--- config.mk ---
export PLATFORM = sky130hd
export DESIGN_NAME = p12pc_top
export DESIGN_NICKNAME = d
export VERILOG_FILES = /design/src/verilog/p12pc_pkg.sv /design/src/verilog/p12pc_pin_if.sv /design/src/verilog/p12pc_pin_mode.sv /design/src/verilog/p12pc_top.sv
export VERILOG_INCLUDE_DIRS = /design/src /design/src/verilog
export SDC_FILE = /design/constraint.sdc
export NUM_CORES = 1
export LEC_CHECK = 0
export BUFFER_PORTS_ARGS = -buffer_cell sky130_fd_sc_hd__buf_2
export CORE_MARGIN = 10
export CORE_UTILIZATION = 46
export DETAILED_ROUTE_END_ITERATION = 8
export HOLD_SLACK_MARGIN = 0.08
export PLACE_DENSITY = 0.77
export SYNTH_ARGS = -nofsm -noshare
export SYNTH_HDL_FRONTEND = slang
export SYNTH_SLANG_ARGS = --single-unit
--- constraint.sdc ---
create_clock -name mclk_in -period 2.6 [get_ports mclk_in]
set_input_delay 0.52 -clock mclk_in [delete_from_list [all_inputs] [get_ports mclk_in]]
set_output_delay 0.52 -clock mclk_in [all_outputs]
set_load 0.02 [all_outputs]
--- src/verilog/p12pc_defines.svh ---
// Constants for the port 1 / port 2 pin control block.
// Assumes a 32-bit Avalon-MM slave with byte addresses, one register per word.
// Function
// [RQ1] Port 1 low control resets to zero
// [RQ2] Pin1 field: input, open-drain, analog, PWM, push-pull
// [RQ3] Pin0 field: input, open-drain, reference, push-pull
// [RQ4] Software also enables peripheral for alternative functions
// [RQ5] Pull-up bits enable each port 1 pull-up
// [RQ6] Data read gives pin level for inputs
// [RQ7] Port 2 high control resets to 55H
// [RQ8] Port 2 high fields; code 10 analog, pin4 none
// [RQ9] Port 2 low control resets to 55H
// [RQ10] Port 2 low fields; code 10 analog on pin0
// [RQ11] Open-drain pulls low on 0, releases on 1
// [RQ12] Unavailable code leaves driver disabled
`ifndef P12PC_DEFINES_SVH
`define P12PC_DEFINES_SVH

// ----------------------------------------------------------------------------
// Register indices (byte address is four times the index)
// ----------------------------------------------------------------------------
`define P12PC_IDX_P1_DATA      8'hc1
`define P12PC_IDX_P1_CTRL_LOW  8'hd5
`define P12PC_IDX_P1_PULLUP    8'hd6
`define P12PC_IDX_P2_CTRL_HIGH 8'hd8
`define P12PC_IDX_P2_CTRL_LOW  8'hd9

// ----------------------------------------------------------------------------
// Reset values
// ----------------------------------------------------------------------------
`define P12PC_RST_P1_DATA      8'hf8
`define P12PC_RST_P1_CTRL_LOW  8'h00
`define P12PC_RST_P1_PULLUP    8'h00
`define P12PC_RST_P2_CTRL_HIGH 8'h55
`define P12PC_RST_P2_CTRL_LOW  8'h55

// ----------------------------------------------------------------------------
// Field positions and codes
// ----------------------------------------------------------------------------
`define P12PC_P1_PIN0_LSB  0
`define P12PC_P1_PIN1_LSB  2
`define P12PC_P1_CTRL_MASK 8'h1f
`define P12PC_CODE2_INPUT  2'h0
`define P12PC_CODE2_ODRAIN 2'h1
`define P12PC_CODE2_ALT    2'h2
`define P12PC_CODE2_PUSH   2'h3
`define P12PC_CODE3_ANALOG 3'h2
`define P12PC_CODE3_PWM    3'h3

// Analog select bit positions
`define P12PC_AN_CH6  0
`define P12PC_AN_VREF 1
`define P12PC_AN_CH9  2
`define P12PC_AN_CH10 3
`define P12PC_AN_CH11 4
`define P12PC_AN_CH12 5

`endif

--- src/verilog/p12pc_pkg.sv ---
// Types and field decoders for the pin control block.
// Assumes p12pc_defines.svh on the include path.
`include "p12pc_defines.svh"

package p12pc_pkg;

  typedef enum logic [2:0] {
    P12PC_INPUT,
    P12PC_ODRAIN,
    P12PC_PUSH,
    P12PC_ANALOG,
    P12PC_PWM,
    P12PC_NONE
  } p12pc_mode_e;

  // Two-bit pin field; code 10 is analog only where the pin has a channel
  function automatic p12pc_mode_e p12pc_dec2(input logic [1:0] code, input logic has_an);
    p12pc_mode_e m;
    m = P12PC_INPUT;
    unique case (code)
      `P12PC_CODE2_INPUT:  m = P12PC_INPUT;
      `P12PC_CODE2_ODRAIN: m = P12PC_ODRAIN;
      `P12PC_CODE2_ALT:    m = has_an ? P12PC_ANALOG : P12PC_NONE;
      `P12PC_CODE2_PUSH:   m = P12PC_PUSH;
    endcase
    return m;
  endfunction

  // Three-bit field of port 1 pin 1
  function automatic p12pc_mode_e p12pc_dec3(input logic [2:0] code);
    p12pc_mode_e m;
    m = P12PC_PUSH;
    if (!code[2]) begin
      unique case (code[1:0])
        2'h0:    m = P12PC_INPUT;
        2'h1:    m = P12PC_ODRAIN;
        2'h2:    m = P12PC_ANALOG;
        default: m = P12PC_PWM;
      endcase
    end
    return m;
  endfunction

endpackage

--- src/verilog/p12pc_pin_if.sv ---
// Carrier between the register file and the pin mode decoder.
// Assumes pins 0..7 are port 1 and 8..15 are port 2.
`timescale 1ns/1ps
`default_nettype none

interface p12pc_pin_if;
  logic [7:0]  p1_ctrl;
  logic [7:0]  p2_ctrl_low;
  logic [7:0]  p2_ctrl_high;
  logic [15:0] data;
  logic [5:0]  p1_upper_push;
  logic        pwm_level;
  logic [15:0] drive_en;
  logic [15:0] drive_val;
  logic [15:0] out_mode;
  logic [15:0] sense_mode;
  logic [5:0]  analog_sel;

  modport regs (output p1_ctrl, output p2_ctrl_low, output p2_ctrl_high, output data,
                output p1_upper_push, output pwm_level, input drive_en, input drive_val,
                input out_mode, input sense_mode, input analog_sel);
  modport dec  (input p1_ctrl, input p2_ctrl_low, input p2_ctrl_high, input data,
                input p1_upper_push, input pwm_level, output drive_en, output drive_val,
                output out_mode, output sense_mode, output analog_sel);
endinterface

`default_nettype wire

--- src/verilog/p12pc_pin_mode.sv ---
// Pin mode decoder: control fields and data bits to driver controls.
// Assumes the caller registers every result before it reaches a pin.
`timescale 1ns/1ps
`default_nettype none

module p12pc_pin_mode (
  p12pc_pin_if.dec pins
);
  import p12pc_pkg::*;

  p12pc_mode_e mode [16];

  // --------------------------------------------------------------------------
  // Per-pin mode
  // --------------------------------------------------------------------------
  always_comb begin
    for (int i = 2; i < 8; i++) begin
      mode[i] = pins.p1_upper_push[i-2] ? P12PC_PUSH : P12PC_INPUT;
    end
    mode[0] = p12pc_dec2(pins.p1_ctrl[`P12PC_P1_PIN0_LSB +: 2], 1'b1); // RQ3
    mode[1] = p12pc_dec3(pins.p1_ctrl[`P12PC_P1_PIN1_LSB +: 3]);       // RQ2
    for (int i = 0; i < 4; i++) begin
      mode[8+i]  = p12pc_dec2(pins.p2_ctrl_low[2*i +: 2], i == 0);     // RQ10
      mode[12+i] = p12pc_dec2(pins.p2_ctrl_high[2*i +: 2], i != 0);    // RQ8
    end
  end

  // --------------------------------------------------------------------------
  // Driver controls
  // --------------------------------------------------------------------------
  always_comb begin
    for (int i = 0; i < 16; i++) begin
      pins.drive_en[i]   = 1'b0;
      pins.drive_val[i]  = 1'b0;
      pins.out_mode[i]   = (mode[i] == P12PC_ODRAIN) || (mode[i] == P12PC_PUSH);
      pins.sense_mode[i] = (mode[i] == P12PC_INPUT);
      unique case (mode[i])
        P12PC_ODRAIN: begin
          pins.drive_en[i] = !pins.data[i]; // RQ11
        end
        P12PC_PUSH: begin
          pins.drive_en[i]  = 1'b1;
          pins.drive_val[i] = pins.data[i];
        end
        P12PC_PWM: begin
          pins.drive_en[i]  = 1'b1;
          pins.drive_val[i] = pins.pwm_level;
        end
        P12PC_INPUT, P12PC_ANALOG, P12PC_NONE: begin
          pins.drive_en[i] = 1'b0; // RQ12
        end
      endcase
    end
    pins.analog_sel[`P12PC_AN_CH6]  = (mode[1] == P12PC_ANALOG);
    pins.analog_sel[`P12PC_AN_VREF] = (mode[0] == P12PC_ANALOG);
    pins.analog_sel[`P12PC_AN_CH9]  = (mode[8] == P12PC_ANALOG);
    pins.analog_sel[`P12PC_AN_CH10] = (mode[13] == P12PC_ANALOG);
    pins.analog_sel[`P12PC_AN_CH11] = (mode[14] == P12PC_ANALOG);
    pins.analog_sel[`P12PC_AN_CH12] = (mode[15] == P12PC_ANALOG);
  end

endmodule // p12pc_pin_mode

`default_nettype wire

--- src/verilog/p12pc_top.sv ---
// Port 1 / port 2 pin control: register file on Avalon-MM and pin drivers.
// Assumes pin inputs synchronous to mclk_in; port 2 data and port 1 pins
// 7..2 direction come from registers outside this block.
//
// Implementation choice: the Avalon-MM slave port.
`timescale 1ns/1ps
`default_nettype none

module p12pc_top #(
  parameter int ADDR_W = 10
) (
  input  wire logic              mclk_in,
  input  wire logic              rst_n_in,
  input  wire logic [ADDR_W-1:0] address_in,
  input  wire logic              read_in,
  input  wire logic              write_in,
  input  wire logic [31:0]       writedata_in,
  input  wire logic [3:0]        byteenable_in,
  output logic      [31:0]       readdata_out,
  output logic                   waitrequest_out,
  input  wire logic [7:0]        port1_pin_in,
  output logic      [7:0]        port1_pin_out,
  output logic      [7:0]        port1_pin_oe_n_out,
  output logic      [7:0]        port1_pullup_enable_out,
  input  wire logic [5:0]        port1_upper_push_in,
  input  wire logic [7:0]        port2_pin_in,
  output logic      [7:0]        port2_pin_out,
  output logic      [7:0]        port2_pin_oe_n_out,
  input  wire logic [7:0]        port2_data_in,
  input  wire logic              pwm_channel_two_output_in,
  output logic                   external_interrupt_six_out,
  output logic                   external_interrupt_seven_out,
  output logic      [5:0]        analog_select_out
);
  import p12pc_pkg::*;

  // --------------------------------------------------------------------------
  // Bus decode
  // --------------------------------------------------------------------------
  logic        wait_ff;
  logic        nxt_wait;
  logic [31:0] rdata_ff;
  logic [31:0] nxt_rdata;
  logic [7:0]  p1_data_ff;
  logic [7:0]  nxt_p1_data;
  logic [7:0]  p1_ctrl_ff;
  logic [7:0]  nxt_p1_ctrl;
  logic [7:0]  pull_ff;
  logic [7:0]  nxt_pull;
  logic [7:0]  p2l_ff;
  logic [7:0]  nxt_p2l;
  logic [7:0]  p2h_ff;
  logic [7:0]  nxt_p2h;
  logic        req;
  logic        accept;
  logic        wr_lo;
  logic [7:0]  idx;
  logic [7:0]  wbyte;
  logic [7:0]  p1_read;

  p12pc_pin_if pins ();

  assign req    = read_in || write_in;
  assign accept = req && !wait_ff;
  assign idx    = address_in[9:2];
  assign wbyte  = writedata_in[7:0];
  assign wr_lo  = accept && write_in && byteenable_in[0];

  // Open-drain and push-pull pins show the stored bit, all other modes (PWM too) the pin
  always_comb begin
    for (int i = 0; i < 8; i++) begin
      p1_read[i] = pins.out_mode[i] ? p1_data_ff[i] : port1_pin_in[i]; // RQ6
    end
  end

  always_comb begin
    nxt_wait    = !(req && wait_ff);
    nxt_rdata   = rdata_ff;
    nxt_p1_data = p1_data_ff;
    nxt_p1_ctrl = p1_ctrl_ff;
    nxt_pull    = pull_ff;
    nxt_p2l     = p2l_ff;
    nxt_p2h     = p2h_ff;
    if (req && wait_ff && read_in) begin
      unique case (idx)
        `P12PC_IDX_P1_DATA:      nxt_rdata = {24'h000000, p1_read};
        `P12PC_IDX_P1_CTRL_LOW:  nxt_rdata = {24'h000000, p1_ctrl_ff};
        `P12PC_IDX_P1_PULLUP:    nxt_rdata = {24'h000000, pull_ff};
        `P12PC_IDX_P2_CTRL_HIGH: nxt_rdata = {24'h000000, p2h_ff};
        `P12PC_IDX_P2_CTRL_LOW:  nxt_rdata = {24'h000000, p2l_ff};
        default:                 nxt_rdata = 32'h00000000;
      endcase
    end
    if (wr_lo) begin
      unique case (idx)
        `P12PC_IDX_P1_DATA:      nxt_p1_data = wbyte;
        `P12PC_IDX_P1_CTRL_LOW:  nxt_p1_ctrl = wbyte & `P12PC_P1_CTRL_MASK;
        `P12PC_IDX_P1_PULLUP:    nxt_pull    = wbyte; // RQ5
        `P12PC_IDX_P2_CTRL_HIGH: nxt_p2h     = wbyte;
        `P12PC_IDX_P2_CTRL_LOW:  nxt_p2l     = wbyte;
        default:                 nxt_p1_data = p1_data_ff;
      endcase
    end
  end

  always_ff @(posedge mclk_in) begin
    if (!rst_n_in) begin
      wait_ff    <= 1'b1;
      rdata_ff   <= 32'h00000000;
      p1_data_ff <= `P12PC_RST_P1_DATA;      // RQ6
      p1_ctrl_ff <= `P12PC_RST_P1_CTRL_LOW;  // RQ1
      pull_ff    <= `P12PC_RST_P1_PULLUP;    // RQ5
      p2h_ff     <= `P12PC_RST_P2_CTRL_HIGH; // RQ7
      p2l_ff     <= `P12PC_RST_P2_CTRL_LOW;  // RQ9
    end else begin
      wait_ff    <= nxt_wait;
      rdata_ff   <= nxt_rdata;
      p1_data_ff <= nxt_p1_data;
      p1_ctrl_ff <= nxt_p1_ctrl;
      pull_ff    <= nxt_pull;
      p2h_ff     <= nxt_p2h;
      p2l_ff     <= nxt_p2l;
    end
  end

  assign readdata_out            = rdata_ff;
  assign waitrequest_out         = wait_ff;
  assign port1_pullup_enable_out = pull_ff;

  // --------------------------------------------------------------------------
  // Pin drivers
  // --------------------------------------------------------------------------
  assign pins.p1_ctrl       = p1_ctrl_ff;
  assign pins.p2_ctrl_low   = p2l_ff;
  assign pins.p2_ctrl_high  = p2h_ff;
  assign pins.data          = {port2_data_in, p1_data_ff};
  assign pins.p1_upper_push = port1_upper_push_in;
  assign pins.pwm_level     = pwm_channel_two_output_in;

  p12pc_pin_mode u_pin_mode (
    .pins (pins.dec)
  );

  logic [15:0] pin_ff;
  logic [15:0] nxt_pin;
  logic [15:0] oe_n_ff;
  logic [15:0] nxt_oe_n;
  logic [5:0]  an_ff;
  logic [5:0]  nxt_an;
  logic        external_interrupt_six_ff;
  logic        nxt_external_interrupt_six;
  logic        external_interrupt_seven_ff;
  logic        nxt_external_interrupt_seven;

  always_comb begin
    nxt_pin  = pins.drive_val;
    nxt_oe_n = ~pins.drive_en; // RQ12
    nxt_an   = pins.analog_sel;
    nxt_external_interrupt_six = pins.sense_mode[0] && port1_pin_in[0]; // RQ3
    nxt_external_interrupt_seven = pins.sense_mode[1] && port1_pin_in[1]; // RQ2
  end

  always_ff @(posedge mclk_in) begin
    if (!rst_n_in) begin
      pin_ff  <= 16'h0000;
      oe_n_ff <= 16'hffff;
      an_ff   <= 6'h00;
      external_interrupt_six_ff <= 1'b0;
      external_interrupt_seven_ff <= 1'b0;
    end else begin
      pin_ff  <= nxt_pin;
      oe_n_ff <= nxt_oe_n;
      an_ff   <= nxt_an;
      external_interrupt_six_ff <= nxt_external_interrupt_six;
      external_interrupt_seven_ff <= nxt_external_interrupt_seven;
    end
  end

  assign port1_pin_out                = pin_ff[7:0];
  assign port2_pin_out                = pin_ff[15:8];
  assign port1_pin_oe_n_out           = oe_n_ff[7:0];
  assign port2_pin_oe_n_out           = oe_n_ff[15:8];
  assign analog_select_out            = an_ff;
  assign external_interrupt_six_out   = external_interrupt_six_ff;
  assign external_interrupt_seven_out = external_interrupt_seven_ff;
endmodule // p12pc_top

`default_nettype wire
=== Word level (Yosys, flattened, before mapping) ===
Index checks and enable logic that the tools add are counted.

* Word-level logic and storage cells: 282
* Bits of input ports: 81
* Bits in registers: 110

* Reductions and logical operators: 97
* Bitwise operators: 1
* Eq/ne operators: 114
* Muxes and demuxes: 58

{| class="wikitable"
|+ Operators by type and width
! cell !! count
|-
| $pmux W3 S4 || 9
|-
| $eq A3 B2 Y1 const B || 32
|-
| $eq A3 B3 Y1 const B || 32
|-
| $eq A3 B1 Y1 const B || 16
|-
| $logic_not A3 Y1 || 16
|-
| $pmux W1 S3 || 16
|-
| $reduce_or A3 Y1 || 16
|-
| $eq A8 B8 Y1 const B || 5
|-
| $pmux W8 S5 || 1
|-
| $eq A2 B2 Y1 const B || 19
|-
| $pmux W1 S2 || 16
|-
| $reduce_or A2 Y1 || 16
|-
| $eq A2 B1 Y1 const B || 10
|-
| $logic_not A2 Y1 || 10
|-
| $logic_not A1 Y1 || 18
|-
| $not A16 Y16 || 1
|-
| $mux W2 || 6
|-
| $reduce_and A2 Y1 || 5
|-
| $logic_or A1 B1 Y1 || 9
|-
| $pmux W3 S3 || 1
|-
| $mux W1 || 8
|-
| $logic_and A1 B1 Y1 || 7
|-
| $mux W3 || 1
|}

=== Depth between registers and ports, before layout ===
Gate-level depths: netlist of run 1.

* Word-level depth: 7
* Gate-level depth with buffers: 6
* Depth with buffers taken out: 6

=== Hierarchy ===
A second synthesis of run 1 with hierarchy kept.

* Cells, all modules: 420
* Area, all modules: 3883.7 um2

{| class="wikitable"
|+ Modules (own cells, without submodules)
! module !! seq. area each (um2) !! cells each !! area an instance (um2) !! instances
|-
| p12pc_top || 1721.7 || 333 || 3377.0 || 1
|-
| p12pc_pin_mode || 0.0 || 87 || 506.7 || 1
|}

=== Least setup slack after synthesis of run 1 ===
OpenSTA, ideal clock, no wires.

* Kind: in2reg
* Start: in address_in[5]
* End: reg p1_data_ff[3]
* Buffers on the path: 1
* Cell stages on the path: 5
* Setup time: 129 ps
* Slack: 624 ps
* Data arrival time: 1846 ps
* Required time: 2471 ps
* Cells stage by stage: or4_1 -> buf_2 -> nor3_4 -> mux2i_1 -> nand2_1

* Longest elaborated chain between the ends: 2

{| class="wikitable"
|+ RTL lines
! item !! RTL line !! source
|-
| start: declaration || p12pc_top.sv:14 || <nowiki>input wire logic [ADDR_W-1:0] address_in,</nowiki>
|-
| $eq A8 B8 Y1 || p12pc_top.sv:95 || <nowiki>unique case (idx)</nowiki>
|-
| $reduce_and A2 Y1 (no line) || -- ||
|-
| end signal: assignment || p12pc_top.sv:110 || <nowiki>p1_data_ff <= `P12PC_RST_P1_DATA;</nowiki>
|-
| end signal: assignment || p12pc_top.sv:118 || <nowiki>p1_data_ff <= nxt_p1_data;</nowiki>
|-
| end: declaration || p12pc_top.sv:44 || <nowiki>logic [7:0] p1_data_ff;</nowiki>
|}

Every way passes these cells.
A chain may end at the register's enable or synchronous reset.

=== Final worst setup path of run 1 ===
* Start: in address_in[5]
* End: reg p1_data_ff[0]

The elaborated chain is that of the path after synthesis.

==> results of run 1 <==
layout make-up:
class / count / area, sq um / share of cell area
Tap cell: 99 / 124 / 0.0293
Multi-Input combinational cell: 238 / 1570 / 0.372
Clock buffer: 11 / 141 / 0.0335
Sequential cell: 86 / 1720 / 0.408
Inverter: 14 / 52.6 / 0.0124
Timing Repair Buffer: 110 / 576 / 0.136
Clock inverter: 2 / 35.0 / 0.00830
metrics by stage:
stage / hold slack (ns) / power [W] / instances / setup slack (ns)
after floorplan: 0.406 / 0.00155 / 376 / 0.624
after global placement: 0.428 / 0.00161 / 547 / 0.421
after CTS: 0.348 / 0.00249 / 560 / 0.726
after detailed placement: 0.429 / 0.00162 / 547 / 0.382
final: 0.362 / 0.00246 / 560 / 0.729
after global routing: 0.356 / 0.00256 / 560 / 0.652
registers in the layout (all words and copies together) (netlist names), 5 cells and up:
register	cells
p1_data_ff	8
port1_pullup_enable_out	8
p2h_ff	8
analog_select_out	6
readdata_out	8
oe_n_ff	16
pin_ff	16
p2l_ff	8
p1_ctrl_ff	5
worst max-delay path, delay by kind of cell:
kind                   cells  cell delay (ns)
buffers and inverters      2             0.38
multiplexers               1             0.20
AND/OR/NAND/NOR            3             0.97
report_power, final:
part	leakage (nW)	internal, W	total [W]	switching (W)
combinational	1.04	0.0000740	0.000235	0.000161
clock	0.0911	0.000453	0.000876	0.000423
sequential	0.701	0.00134	0.00135	0.00000997
total	1.84	0.00187	0.00246	0.000594
worst paths after layout:
check	endpoint	slack (ns)	from
min reg2reg	oe_n_ff[9]	0.45	p2l_ff[2]
max reg2reg	p2h_ff[2]	0.85	waitrequest_out
max	p1_data_ff[0]	0.73	address_in[5]
min	oe_n_ff[3]	0.36	port1_upper_push_in[1]
cell families after synthesis:
family | after synthesis
xor gates and xnor gates | 2
and+or+nand+nor | 111
muxes | 46
adders and majority gates | 2
buffers and inverters | 52
AOI/OAI and AO/OA | 53
other | 1
DFF | 86
placed cells by master (no fill, tap or decap), types with 2 or more instances in the layout:
cell / n
buf_2: 100
dfxtp_1: 86
mux2i_1: 44
nor2_1: 34
nand2_1: 32
conb_1: 24
a21oi_1: 17
inv_1: 13
o211ai_1: 10
clkbuf_8: 10
buf_4: 10
o21ai_0: 8
and4_1: 8
and3_1: 7
nor3_1: 6
nand3b_1: 4
o2bb2ai_1: 4
a22oi_1: 3
a2bb2oi_1: 3
nand3_1: 3
mux2_2: 2
nand4bb_1: 2
nor3_2: 2
and4b_1: 2
nor3_4: 2
ha_1: 2
per-layer routing:
layer	part of all wire	track usage
met1	0.41	0.177
met2	0.48	0.260
met3	0.097	0.0575
met4	0.014	0.0561
met5	0.0023	0
==> impl_metrics.tcl, run 1 <==
set metrics [dict create \
    rsz0062_at_grt "false" \
    synth_seq_area_share 0.492 \
    slowest_stage "or4_1" \
    synth_top_family_by_area "simple AND/OR/NAND/NOR gates" \
    htreeDepth 3 \
    max-slew-margin-rel 0.506 \
    cts_hold_buf 0 \
    synth.mux.area_fraction 0.132 \
    synth_edf_count 0 \
    track_usage 0.155 \
    synth.top_cell.area_share 0.492 \
    globalRoute.totalOverflow 0 \
    fmax_mhz 534 \
    netlist_instances 353 \
    place_area_sq_um 4050 \
    diodes 0 \
    core_sq_um 7330 \
    ctsResizeCount 0 \
    cap_violations 0 \
    critPathArrivalTime_ns 2.08 \
    slew_violations 0 \
    ios 162 \
    required_ns 2.81 \
    drt-total-wl_mm 9.15 \
    period_needed_ns 1.87 \
    clk-insertion-delay-late_ns 0.35 \
    die_y_microns 107 \
    synth_common_cells "dfxtp_1, mux2i_1, nor2_1" \
    numPortBuffers 100 \
    routedWlPerCell_microns 16.3 \
    die_area_sq_um 11500 \
    fp-row-count 31 \
    yosysTopAreaCell "dfxtp_1" \
    grt_pass1_vias 2879 \
    synth_seq_cells 86 \
    synth_compound_area_frac 0.102 \
    finalNetCount 542 \
    ys_types 46 \
    rr_worst_depth 5 \
    final_util 0.576 \
    mappedNetlistArea_sq_um 3500 \
    dr.pass1.iters 5 \
    cts-buffers-inserted 9 \
    synth-async-reset-ratio 0 \
    synth_flop_cell "dfxtp_1" \
    ys_warn_count 0 \
    dp_hpwl_mm 7.12 \
    cp_max_fo 7 \
    status "finished, final reports clean" \
    start_kind "input port" \
    finalCritPeriodShare 0.720 \
    viasPerCell 5.17 \
    fillers 652 \
    cts_tree "built" \
    design_area_sq_um 4220 \
    syn_to_final_growth_pct 20.8 \
    grt_antenna_before_repair 2 \
    min_path_cells 2 \
    drtIter0Drc 174 \
    post_cts_buffers 0 \
    cp_cell_sequence "buf_2 -> or4_1 -> nor3_4 -> buf_4 -> mux2i_1 -> nor2_1" \
    finClkSkew_ns 0.00735 \
    holdCritPathClass "in2reg" \
    finalSetupViolations 0 \
    synth-xor-area-share 0.00501 \
    synth-simple-area-share 0.178 \
    synthAdderAreaFrac 0.00716 \
    detail-route-antenna-nets 0 \
    path_clk_slew_ns 0.08 \
    leakagePower_nw 1.84 \
    postSynthAreaPerCell_sq_um 9.90 \
    critPathKind "in2reg" \
    worstMarginPinSlew_ns 0.735 \
    max_stage_delay_ns 0.61 \
    cts-root-buf "clkbuf_8" \
    finalSetupTns_ns 0 \
    route.detailed.drc 0 \
    yosys-top-cells-area "dfxtp_1, mux2i_1, buf_4" \
    ctsLongestPathBuffers 2 \
    gp_congestion 0.834 \
    cts.sinks 86 \
    drive_gt1_frac 0.284 \
    vdd_ir_drop_max_mv 0.255 \
    dr_total_vias 2897 \
    hold_violations 0 \
    cp-end-kind "register" \
    grt_pass1_wl_mm 14.4 \
    grt_max_degree 32 \
    die_w_microns 107 \
    initial_core_util 0.477 \
    yosysMostFrequentCell "dfxtp_1" \
    power-per-cell-area_nw_per_um2 584 \
]
No activity file was read; power rests on OpenSTA's default activity.
==> inputs of run 2 (changes only) <==
clock period = 1.8 ns   (was 2.6 ns; I/O delays follow)
==> impl_metrics.tcl, run 2 (synthesis gave the netlist of run 1 again) <==
set metrics [dict create \
    globalRoute.totalOverflow 0 \
    rrSetupSlack_ns 0.1 \
    dr_total_vias 2951 \
    cts-root-buf "clkbuf_8" \
    ios 162 \
    cts_hold_buf 0 \
    finalCritPeriodShare 0.946 \
    clock_power_share 0.336 \
    seqPwrFrac 0.562 \
    design_area_sq_um 4330 \
    gp_congestion 0.818 \
    syn_to_final_growth_pct 24.0 \
    route.detailed.drc 0 \
    die_area_sq_um 11500 \
    r2r-end "readdata_out[1]" \
    vdd_ir_drop_max_mv 0.298 \
    rr_worst_depth 6 \
    power-per-cell-area_nw_per_um2 803 \
    grt_pass1_wl_mm 14.8 \
    core_sq_um 7330 \
    sw_frac_of_total 0.265 \
    leakagePower_nw 1.90 \
    cp-end-kind "register" \
    cts_tree "built" \
    detail-route-antenna-nets 0 \
    worstReg2RegStart "p1_ctrl_ff[2]" \
    grt_max_degree 37 \
    holdCritPathClass "in2reg" \
    routedWlPerCell_microns 16.2 \
    required_ns 2.04 \
    htreeDepth 3 \
    grt_antenna_before_repair 0 \
    final_cell_mix "buf_2, dfxtp_1, mux2i_1, nor2_1, nand2_1" \
    drive_gt1_frac 0.313 \
    cp_max_fo 6 \
    endpoint "readdata_out[1]" \
    drtIter0Drc 147 \
    dr.pass1.iters 4 \
    dp_hpwl_mm 7.46 \
    initial_core_util 0.477 \
    crit_start "p1_ctrl_ff[2]" \
    die_y_microns 107 \
    cts-buffers-inserted 9 \
    slew_violations 0 \
    finalNetCount 558 \
    numPortBuffers 100 \
    critPathKind "reg2reg" \
    fp-row-count 31 \
    rsz0062_at_grt "false" \
    cts.sinks 86 \
    period_needed_ns 1.70 \
    viasPerCell 5.11 \
    ctsResizeCount 0 \
    setup_ws_ns 0.0971 \
    drt-total-wl_mm 9.38 \
    diodes 0 \
    status "finished, final reports clean" \
    layout_commonest_cell "buf_2" \
    path_clk_slew_ns 0.08 \
    share_comb_of_total_power 0.103 \
    start_kind "register" \
    fmax_mhz 587 \
    post_cts_buffers 0 \
    finClkSkew_ns 0.00599 \
    hold_violations 0 \
    critPathArrivalTime_ns 1.94 \
    place_area_sq_um 4170 \
    track_usage 0.160 \
    intPower_w 0.00256 \
    clk-insertion-delay-late_ns 0.35 \
    finalSetupViolations 0 \
    ctsLongestPathBuffers 2 \
    place_ws_ns -0.0628 \
    finalSetupTns_ns 0 \
    die_w_microns 107 \
    grt_pass1_vias 2996 \
    power.switching_w 0.000922 \
    top_regs "oe_n_ff (16), pin_ff (16)" \
    cap_violations 0 \
]
==> run 2: worst min-delay path by stage <==
| stage | start | to | depth (start not counted) | slack [ns] |
|---|---|---|---|---|
| floorplan | p2l_ff[6] | oe_n_ff[11] | 1 | 0.41 |
| global placement | p2l_ff[6] | oe_n_ff[11] | 1 | 0.43 |
| detailed placement | p2l_ff[6] | oe_n_ff[11] | 1 | 0.44 |
| CTS | port1_upper_push_in[5] | oe_n_ff[7] | 2 | 0.18 |
| global route | port1_upper_push_in[3] | oe_n_ff[5] | 2 | 0.19 |
| finish | port1_upper_push_in[5] | oe_n_ff[7] | 2 | 0.19 |
==> run 2: routing by layer <==
metal,share of wire,GRT usage
met3,0.082,0.0419
met5,0,0
met2,0.49,0.266
met1,0.41,0.186
met4,0.017,0.0774
==> run 2: cell type report <==
class | instances | area [sq um]
clock inverters | 5 | 36.3
flip-flops and latches | 86 | 1720
repair buffers | 126 | 696
clock buffers | 10 | 128
fillers | 667 | 3000
multi-input cells | 238 | 1580
well taps | 99 | 124
inverters | 14 | 52.6
==> run 2: power groups by stage <==
stage / logic [W] / registers (W) / clock network (W)
final: 0.000358 / 0.00195 / 0.00117
after CTS: 0.000358 / 0.00195 / 0.00119
after global placement: 0.000349 / 0.00200 / 0
after detailed placement: 0.000357 / 0.00200 / 0
after floorplan: 0.000188 / 0.00205 / 0
after global routing: 0.000389 / 0.00196 / 0.00127
==> run 2: through the flow <==
step                      hold slack (ns)  utilization  total power (W)  cells
after floorplan                     0.406            -          0.00224    376
after global placement              0.430        0.569          0.00235    563
after detailed placement            0.438        0.569          0.00236    563
after CTS                           0.180        0.591          0.00350    578
after global routing                0.192        0.591          0.00362    578
final                               0.194        0.591          0.00348    578
==> run 2: worst max-delay path, stage by stage (launching register included) <==
cell and delay [ns]:
dfxtp_1 0.39, inv_1 0.06, ha_1 0.37, xnor2_1 0.15
a21oi_1 0.20, mux2i_1 0.12, o31a_1 0.30
